==> src/core/icch_pkg.sv <==
// Purpose: shared constants and types of the input counter command handler
// Assumes: eight input channels, 16-bit counters, 25 MHz clock
// Notes: command codes and field positions live here only

package icch_pkg;

  // ****************************************************************
  // sizes and field positions
  // ****************************************************************
  localparam int NUM_CH = 8;
  localparam int CNT_W = 16;
  localparam int BYTE_W = 8;
  localparam int CH_SEL_W = 3;
  localparam int CH_SEL_LSB = 0;

  // ****************************************************************
  // command codes
  // ****************************************************************
  localparam logic [7:0] CMD_RISE_EN = 8'h23;
  localparam logic [7:0] CMD_FALL_EN = 8'h24;
  localparam logic [7:0] CMD_CNT_EN = 8'h28;
  localparam logic [7:0] CMD_CNT_RST = 8'h29;
  localparam logic [7:0] CMD_OVF_IE = 8'h2a;
  localparam logic [7:0] CMD_MATCH_IE = 8'h2b;
  localparam logic [7:0] CMD_CNT_EDGE = 8'h2c;
  localparam logic [7:0] CMD_CNT_READ = 8'h2f;
  localparam logic [7:0] CMD_HIGH_FIRST = 8'h30;
  localparam logic [7:0] CMD_HIGH_LAST = 8'h37;
  localparam logic [7:0] CMD_LOW_FIRST = 8'h38;
  localparam logic [7:0] CMD_LOW_LAST = 8'h3f;

  // ****************************************************************
  // reset values and timing
  // ****************************************************************
  localparam logic [7:0] MASK_RESET = 8'h00;
  localparam logic [15:0] SAMPLE_RESET = 16'h0000;
  localparam logic [15:0] CNT_MAX = 16'hffff;
  localparam logic [15:0] CNT_ONE = 16'h0001;
  localparam int CLK_HZ = 25_000_000;
  localparam int MS_PER_S = 1000;
  localparam int SAMPLE_MS = 5;
  localparam int SAMPLE_CYCLES = CLK_HZ / MS_PER_S * SAMPLE_MS;

  // ****************************************************************
  // types
  // ****************************************************************
  typedef enum {ST_IDLE, ST_EXEC, ST_REPLY} icch_state_t;

  typedef struct packed {
    logic [7:0] out_mailbox_byte3;
    logic [7:0] out_mailbox_byte2;
    logic [7:0] out_mailbox_byte1;
    logic [7:0] out_mailbox_byte0;
  } icch_out_mbox_t;

  typedef struct packed {
    logic [7:0] in_mailbox_byte3;
    logic [7:0] in_mailbox_byte2;
    logic [7:0] in_mailbox_byte1;
    logic [7:0] in_mailbox_byte0;
  } icch_in_mbox_t;

  typedef logic [NUM_CH-1:0][CNT_W-1:0] icch_word_vec_t;

endpackage : icch_pkg

==> src/core/icch_input_counter_cmd.sv <==
// Purpose: command handler for eight filtered inputs with edge counters
// Assumes: host writes a whole command then raises cmd_valid once
// Notes: one command in flight; reply_valid marks completion
// Operation
// - reply echoes command code in byte 2, input levels in byte 3
// - code 23 loads rising-edge detection enables from byte 0
// - code 24 loads falling-edge detection enables from byte 0
// - enabled detected transition raises interrupt request
// - code 28 loads counter enable mask from byte 0
// - code 29 reloads selected counters with their reset value
// - code 2A sets overflow interrupt enables; gate overflow irq
// - code 2B sets match interrupt enables from byte 0
// - code 2C picks counting edge: one falling, zero rising
// - readback returns count high byte in byte 1, low in byte 0
// - sampling number is byte 1 times 256 plus byte 0
// - qualification period equals sampling number times 5 ms
// - codes 30-37 set high numbers, 38-3F low numbers
// - filtered level shorter than its period is ignored
// - each channel has its own 16-bit counter reset value
// - overflow and match flags kept as two 8-bit masks
`timescale 1ns/1ps
`default_nettype none

module icch_input_counter_cmd #(
  parameter int NUM_CH = icch_pkg::NUM_CH,
  parameter int SAMPLE_CYCLES = icch_pkg::SAMPLE_CYCLES
) (
  // clock and reset
  input wire logic clk,
  input wire logic srst,
  // host mailbox
  input wire icch_pkg::icch_out_mbox_t out_mailbox,
  input wire logic cmd_valid,
  output logic cmd_ready,
  output icch_pkg::icch_in_mbox_t in_mailbox,
  output logic reply_valid,
  // inputs and plain configuration
  input wire logic [NUM_CH-1:0] isolated_input_channel,
  input wire logic [NUM_CH-1:0] filter_enable,
  input wire icch_pkg::icch_word_vec_t reset_value,
  input wire icch_pkg::icch_word_vec_t match_value,
  // flag clears, one bit per channel
  input wire logic [NUM_CH-1:0] edge_clear,
  input wire logic [NUM_CH-1:0] overflow_clear,
  input wire logic [NUM_CH-1:0] match_clear,
  // status
  output logic [NUM_CH-1:0] channel_state,
  output logic [NUM_CH-1:0] rise_flags,
  output logic [NUM_CH-1:0] fall_flags,
  output logic [NUM_CH-1:0] overflow_flags,
  output logic [NUM_CH-1:0] match_flags,
  output logic irq
);

  localparam int TICK_W = $clog2(SAMPLE_CYCLES + 1);
  localparam logic [TICK_W-1:0] TICK_LAST = TICK_W'(SAMPLE_CYCLES - 1);
  localparam logic [TICK_W-1:0] TICK_ZERO = '0;

  if (NUM_CH != icch_pkg::NUM_CH || SAMPLE_CYCLES < 1) begin : g_check
    $error("unsupported channel count or sample interval");
  end

  // sampling commands: index selects channel, bit 3 selects low
  function automatic logic is_sample(input logic [7:0] code);
    is_sample = code >= icch_pkg::CMD_HIGH_FIRST &&
                code <= icch_pkg::CMD_LOW_LAST;
  endfunction : is_sample

  // ****************************************************************
  // command sequencer
  // ****************************************************************
  icch_pkg::icch_state_t state, next_state;
  icch_pkg::icch_out_mbox_t cmd, next_cmd;
  logic [NUM_CH-1:0] rise_en, next_rise_en, fall_en, next_fall_en;
  logic [NUM_CH-1:0] cnt_en, next_cnt_en, cnt_edge, next_cnt_edge;
  logic [NUM_CH-1:0] ovf_ie, next_ovf_ie, match_ie, next_match_ie;
  icch_pkg::icch_word_vec_t high_num, next_high_num;
  icch_pkg::icch_word_vec_t low_num, next_low_num;
  icch_pkg::icch_in_mbox_t next_in_mailbox;
  logic next_reply_valid;
  logic [NUM_CH-1:0] cnt_rst_mask;
  logic [icch_pkg::CH_SEL_W-1:0] read_sel;
  logic [icch_pkg::CNT_W-1:0] param_word;
  icch_pkg::icch_word_vec_t count;

  assign cmd_ready = state == icch_pkg::ST_IDLE;
  // upper bits ignored; host keeps them zero
  assign read_sel = cmd.out_mailbox_byte0[icch_pkg::CH_SEL_LSB +:
                                          icch_pkg::CH_SEL_W];
  assign param_word = {cmd.out_mailbox_byte1, cmd.out_mailbox_byte0};
  assign cnt_rst_mask = (state == icch_pkg::ST_EXEC &&
      cmd.out_mailbox_byte2 == icch_pkg::CMD_CNT_RST) ?
      cmd.out_mailbox_byte0 : icch_pkg::MASK_RESET;

  always_comb begin
    next_state = state;
    next_cmd = cmd;
    next_rise_en = rise_en;
    next_fall_en = fall_en;
    next_cnt_en = cnt_en;
    next_cnt_edge = cnt_edge;
    next_ovf_ie = ovf_ie;
    next_match_ie = match_ie;
    next_high_num = high_num;
    next_low_num = low_num;
    next_in_mailbox = in_mailbox;
    next_reply_valid = 1'b0;
    case (state)
      icch_pkg::ST_IDLE: begin
        if (cmd_valid) begin
          next_cmd = out_mailbox;
          next_state = icch_pkg::ST_EXEC;
        end
      end
      icch_pkg::ST_EXEC: begin
        // unknown codes change nothing but are still echoed
        case (cmd.out_mailbox_byte2)
          icch_pkg::CMD_RISE_EN: next_rise_en = cmd.out_mailbox_byte0;
          icch_pkg::CMD_FALL_EN: next_fall_en = cmd.out_mailbox_byte0;
          icch_pkg::CMD_CNT_EN: next_cnt_en = cmd.out_mailbox_byte0;
          icch_pkg::CMD_OVF_IE: next_ovf_ie = cmd.out_mailbox_byte0;
          icch_pkg::CMD_MATCH_IE: next_match_ie = cmd.out_mailbox_byte0;
          icch_pkg::CMD_CNT_EDGE: next_cnt_edge = cmd.out_mailbox_byte0;
          default: begin
            if (is_sample(cmd.out_mailbox_byte2)) begin
              if (cmd.out_mailbox_byte2 <= icch_pkg::CMD_HIGH_LAST) begin
                next_high_num[cmd.out_mailbox_byte2[2:0]] = param_word;
              end else begin
                next_low_num[cmd.out_mailbox_byte2[2:0]] = param_word;
              end
            end
          end
        endcase
        next_state = icch_pkg::ST_REPLY;
      end
      icch_pkg::ST_REPLY: begin
        // effects landed at the previous edge
        next_in_mailbox.in_mailbox_byte3 = channel_state;
        next_in_mailbox.in_mailbox_byte2 = cmd.out_mailbox_byte2;
        next_in_mailbox.in_mailbox_byte1 = 8'h00;
        next_in_mailbox.in_mailbox_byte0 = 8'h00;
        if (cmd.out_mailbox_byte2 == icch_pkg::CMD_CNT_READ) begin
          {next_in_mailbox.in_mailbox_byte1,
           next_in_mailbox.in_mailbox_byte0} = count[read_sel];
        end
        next_reply_valid = 1'b1;
        next_state = icch_pkg::ST_IDLE;
      end
      default: next_state = icch_pkg::ST_IDLE;
    endcase
  end

  always_ff @(posedge clk) begin
    if (srst) begin
      state <= icch_pkg::ST_IDLE;
      cmd <= '0;
      rise_en <= icch_pkg::MASK_RESET;
      fall_en <= icch_pkg::MASK_RESET;
      cnt_en <= icch_pkg::MASK_RESET;
      cnt_edge <= icch_pkg::MASK_RESET;
      ovf_ie <= icch_pkg::MASK_RESET;
      match_ie <= icch_pkg::MASK_RESET;
      high_num <= {NUM_CH{icch_pkg::SAMPLE_RESET}};
      low_num <= {NUM_CH{icch_pkg::SAMPLE_RESET}};
      in_mailbox <= '0;
      reply_valid <= 1'b0;
    end else begin
      state <= next_state;
      cmd <= next_cmd;
      rise_en <= next_rise_en;
      fall_en <= next_fall_en;
      cnt_en <= next_cnt_en;
      cnt_edge <= next_cnt_edge;
      ovf_ie <= next_ovf_ie;
      match_ie <= next_match_ie;
      high_num <= next_high_num;
      low_num <= next_low_num;
      in_mailbox <= next_in_mailbox;
      reply_valid <= next_reply_valid;
    end
  end

  // ****************************************************************
  // filters, counters and flags
  // ****************************************************************
  logic [TICK_W-1:0] tick_cnt, next_tick_cnt;
  logic tick;
  icch_pkg::icch_word_vec_t deb_cnt, next_deb_cnt, next_count;
  logic [NUM_CH-1:0] next_channel_state, rise_ev, fall_ev, inc_ev;
  logic [NUM_CH-1:0] next_rise_flags, next_fall_flags;
  logic [NUM_CH-1:0] next_overflow_flags, next_match_flags;

  assign tick = tick_cnt == TICK_LAST;

  always_comb begin
    logic [icch_pkg::CNT_W-1:0] num;
    num = icch_pkg::SAMPLE_RESET;
    // free-running 5 ms tick: period accurate to one tick
    next_tick_cnt = tick ? TICK_ZERO : tick_cnt + 1'b1;
    next_channel_state = channel_state;
    next_deb_cnt = deb_cnt;
    next_count = count;
    for (int i = 0; i < NUM_CH; i++) begin
      num = isolated_input_channel[i] ? high_num[i] : low_num[i];
      if (!filter_enable[i] || isolated_input_channel[i] == channel_state[i])
      begin
        // short excursions drop their progress
        next_deb_cnt[i] = icch_pkg::SAMPLE_RESET;
        next_channel_state[i] = isolated_input_channel[i];
      end else if (num == icch_pkg::SAMPLE_RESET ||
                   (tick && deb_cnt[i] == num - icch_pkg::CNT_ONE)) begin
        next_deb_cnt[i] = icch_pkg::SAMPLE_RESET;
        next_channel_state[i] = isolated_input_channel[i];
      end else if (tick) begin
        next_deb_cnt[i] = deb_cnt[i] + icch_pkg::CNT_ONE;
      end
    end
    rise_ev = next_channel_state & ~channel_state;
    fall_ev = ~next_channel_state & channel_state;
    inc_ev = cnt_en & ((cnt_edge & fall_ev) | (~cnt_edge & rise_ev));
    for (int i = 0; i < NUM_CH; i++) begin
      if (cnt_rst_mask[i]) begin
        next_count[i] = reset_value[i];
      end else if (inc_ev[i]) begin
        next_count[i] = count[i] + icch_pkg::CNT_ONE;
      end
    end
    // a set in the clearing cycle wins
    next_rise_flags = (rise_flags & ~edge_clear) | (rise_ev & rise_en);
    next_fall_flags = (fall_flags & ~edge_clear) | (fall_ev & fall_en);
    next_overflow_flags = overflow_flags & ~overflow_clear;
    next_match_flags = match_flags & ~match_clear;
    for (int i = 0; i < NUM_CH; i++) begin
      if (!cnt_rst_mask[i] && inc_ev[i] && count[i] == icch_pkg::CNT_MAX) begin
        next_overflow_flags[i] = 1'b1;
      end
      if (!cnt_rst_mask[i] && inc_ev[i] && next_count[i] == match_value[i])
      begin
        next_match_flags[i] = 1'b1;
      end
    end
  end

  always_ff @(posedge clk) begin
    if (srst) begin
      tick_cnt <= TICK_ZERO;
      deb_cnt <= {NUM_CH{icch_pkg::SAMPLE_RESET}};
      count <= '0;
      channel_state <= icch_pkg::MASK_RESET;
      rise_flags <= icch_pkg::MASK_RESET;
      fall_flags <= icch_pkg::MASK_RESET;
      overflow_flags <= icch_pkg::MASK_RESET;
      match_flags <= icch_pkg::MASK_RESET;
    end else begin
      tick_cnt <= next_tick_cnt;
      deb_cnt <= next_deb_cnt;
      count <= next_count;
      channel_state <= next_channel_state;
      rise_flags <= next_rise_flags;
      fall_flags <= next_fall_flags;
      overflow_flags <= next_overflow_flags;
      match_flags <= next_match_flags;
    end
  end

  assign irq = |rise_flags || |fall_flags ||
               |(overflow_flags & ovf_ie) || |(match_flags & match_ie);
endmodule : icch_input_counter_cmd

`default_nettype wire

==> config.mk <==
export PLATFORM = sky130hd
export DESIGN_NAME = icch_input_counter_cmd
export DESIGN_NICKNAME = d
export VERILOG_FILES = /design/src/core/icch_pkg.sv /design/src/core/icch_input_counter_cmd.sv
export SDC_FILE = /design/constraint.sdc
export NUM_CORES = 2
export LEC_CHECK = 0
export ABC_CLOCK_PERIOD_IN_PS = 6700
export BUFFER_PORTS_ARGS = -buffer_cell sky130_fd_sc_hd__clkbuf_2
export CAP_MARGIN = 25
export CORE_AREA = 3 3 293 353
export CTS_CLUSTER_SIZE = 16
export DETAILED_ROUTE_END_ITERATION = 7
export DIE_AREA = 0 0 296 356
export GPL_TIMING_DRIVEN = 0
export SLEW_MARGIN = 20
export SYNTH_ARGS = -nofsm -noshare
export SYNTH_HDL_FRONTEND = slang
export SYNTH_SLANG_ARGS = --single-unit
==> constraint.sdc <==
create_clock -name clk -period 6.7 [get_ports clk]
set_input_delay 0 -clock clk [delete_from_list [all_inputs] [get_ports clk]]
set_output_delay 0 -clock clk [all_outputs]
set_load 0.005 [all_outputs]
==> out/metrics.yaml <==
grt_antenna_before_repair: 15
first_pass_iters: 6
synth_area_um2: 39900
synth-edff-count: 0
final_cell_mix: "nand2_1 (818), dfxtp_1 (676), nor2_1 (560)"
vias_per_cell: 5.72
drt_iter0_drc: 3898
met2_usage_pct: 51.2
min_period_over_period_pct: 86.3
final_hold_viol_count: 0
maxCapViolations: 0
placed_area_um2: 43700
htreeDepth: 3
layout_setup_ws_ps: 918
gp_congestion: 0.995
dieWidth_um: 296
use_met3_pct: 4.87
powerDensity_nw_per_um2: 196
grt_max_degree: 15
totalWireLength_mm: 171
slew_viol_final: 0
cp_data_arrival_time_ps: 6370
io_pins: 406
multi_input_area_um2: 24800
grt-ovfl-total: 0
vdd_drop_max_uv: 157
yosysUniqueCellTypes: 109
slew_headroom_pct: 19.8
cts_root_buffer: "clkbuf_16"
finClkSkew_ps: 26.3
fin_cells: 7062
numPortBuffers: 395
critPathLaunchType: "input pin"
synthCells: 5034
ant_nets: 0
syn_avg_cell_area_um2: 7.93
drc_errors: 0
fmax_ghz: 0.173
crit_type: "in -> reg"
start_util_pct: 39.9
use_met1_pct: 38.4
status: "complete, no violations"
synth_seq_cells: 676
grtUsageTotal_pct: 31.3
syn-num-nets: 5397
clockBufferDepth: 3
nNetsFinal: 6068
layout_commonest_cell: "nand2_1"
avgRoutedWirePerCell_um: 24.2
final_area_um2: 48200
die_h_um: 356
async_reset_ff_share_pct: 0
finalPower_mw: 9.45
worst_slew_pin_slew_ps: 1200
fill_cells: 9871
rows: 127
dpl.cell_count: 6732
clock_sinks: 676
vias: 40382
required_ps: 7280
tns_ps: 0
cp-end-kind: "register"
grt_pass1_vias: 38599
cts_buffers: 76
crit_fanout: 10
dp_slack_ps: 1150
grt_first_pass_wirelength_mm: 247
hpwl_mm: 133
clk_latency_ps: 650
path_clk_slew_ps: 60
dieArea_um2: 105000
cts_tree: "yes"
fin_crit_ps: 5780
hp-class: "in -> reg"
ys.warnings.count: 0
regArea_um2: 13500
p_leak_nw: 17.5
synthFlopType: "dfxtp_1"
drive_above_1_share_pct: 12.4
setup_viol: 0
seq_area_frac_synth_pct: 33.9
placeableCoreArea_um2: 99900
grt.busiest_layer: "met2"
syn2layout_area_growth_pct: 20.7
rsz0062_at_grt: "false"
## flip-flops by register name, indices dropped and copies added, names as in the netlist, 17 cells and up
name        cells
low_num       128
cmd            24
high_num      128
count         128
deb_cnt       128
in_mailbox     32
tick_cnt       17
## path summary, 6_finish.rpt
kind | startpoint | to | slack [ps] | cells past startpoint
worst min-delay path | filter_enable[5] | channel_state[5] | 60 | 6
worst max register to register | tick_cnt[12] | match_flags[4] | 990 | 15
worst min register to register | tick_cnt[0] | tick_cnt[0] | 440 | 1
worst max-delay path | isolated_input_channel[4] | match_flags[4] | 920 | 19
## cell usage after synthesis (all sizes together), types with 42 or more instances
cell type / count / area, um2
nand3: 132 / 666
buf: 52 / 290
and3: 71 / 444
nor4: 64 / 464
nand2: 819 / 3080
xor2: 236 / 2070
mux2i: 227 / 2270
a211oi: 120 / 906
nand4: 78 / 488
a21oi: 389 / 1950
nand2b: 45 / 282
and2: 42 / 263
or3: 53 / 337
inv: 81 / 304
nor2: 562 / 2110
nor3: 133 / 702
o21ai: 90 / 450
clkbuf: 259 / 973
xnor2: 301 / 2640
dfxtp: 676 / 13500
## per-layer routing
| metal | vias up | wire [um] |
|---|---|---|
| met2 | 1714 | 77400 |
| met5 | - | 52 |
| met4 | 8 | 11800 |
| met3 | 441 | 12200 |
| met1 | 19196 | 69200 |
| li1 | 19023 | - |
## layout make-up
class / count / share of cell area (%)
diodes: 12 / 0.0623
repair buffers: 593 / 8.27
clock buffers: 103 / 4.50
clock inverters: 30 / 0.906
flip-flops and latches: 676 / 28.1
plain buffers: 311 / 2.65
multi-input cells: 3966 / 51.5
inverters: 81 / 0.631
well taps: 1290 / 3.35
## cells by family (layout without fill, tap and decap cells)
family | count (synthesis) | after routing | share of synthesized area, %
DFF | 676 | 676 | 33.9
adders and majority gates | 32 | 32 | 1.00
muxes | 288 | 288 | 8.33
AOI/OAI and AO/OA | 893 | 893 | 14.3
and+or+nand+nor | 2211 | 2211 | 26.4
xor gates and xnor gates | 542 | 542 | 12.1
other | 0 | 12 | 0
buffers and inverters | 392 | 1118 | 3.93
## worst max-delay path, stage by stage
cell and delay, ps:
buf_4 140, buf_6 160, clkbuf_1 390, clkbuf_1 610
mux2i_1 360, ha_1 290, and2_0 150, buf_1 290
nand2_1 90, a2111oi_0 420, nor3_1 140, nor4_4 780
o21ai_1 410, nor3_1 570, o2111ai_1 230, nor4_1 220
nand4_1 320, o21ai_1 230, dlygate4sd3_1 560
## stage by stage
stage          hold WS, ps  util [%]
2_1_floorplan          136         -
3_3_place_gp           235      43.5
3_5_place_dp           233      43.7
4_1_cts               13.2      48.2
5_1_grt               66.7      48.2
6_report              60.3      48.2
## report_power, final
part / switching, mW / internal [mW] / leakage [nW]
logic: 0.572 / 0.344 / 10.8
clock network: 1.85 / 2.63 / 1.28
registers: 0.0242 / 4.03 / 5.45
## what timing repair did
item / 4_1_cts / 5_1_grt
hold buffers: 185 / 0
setup buffers: 0 / 0
hold endpoints to repair: 184 / 0
resized for setup: 0 / 0
Power figures use the tool's default switching activity.
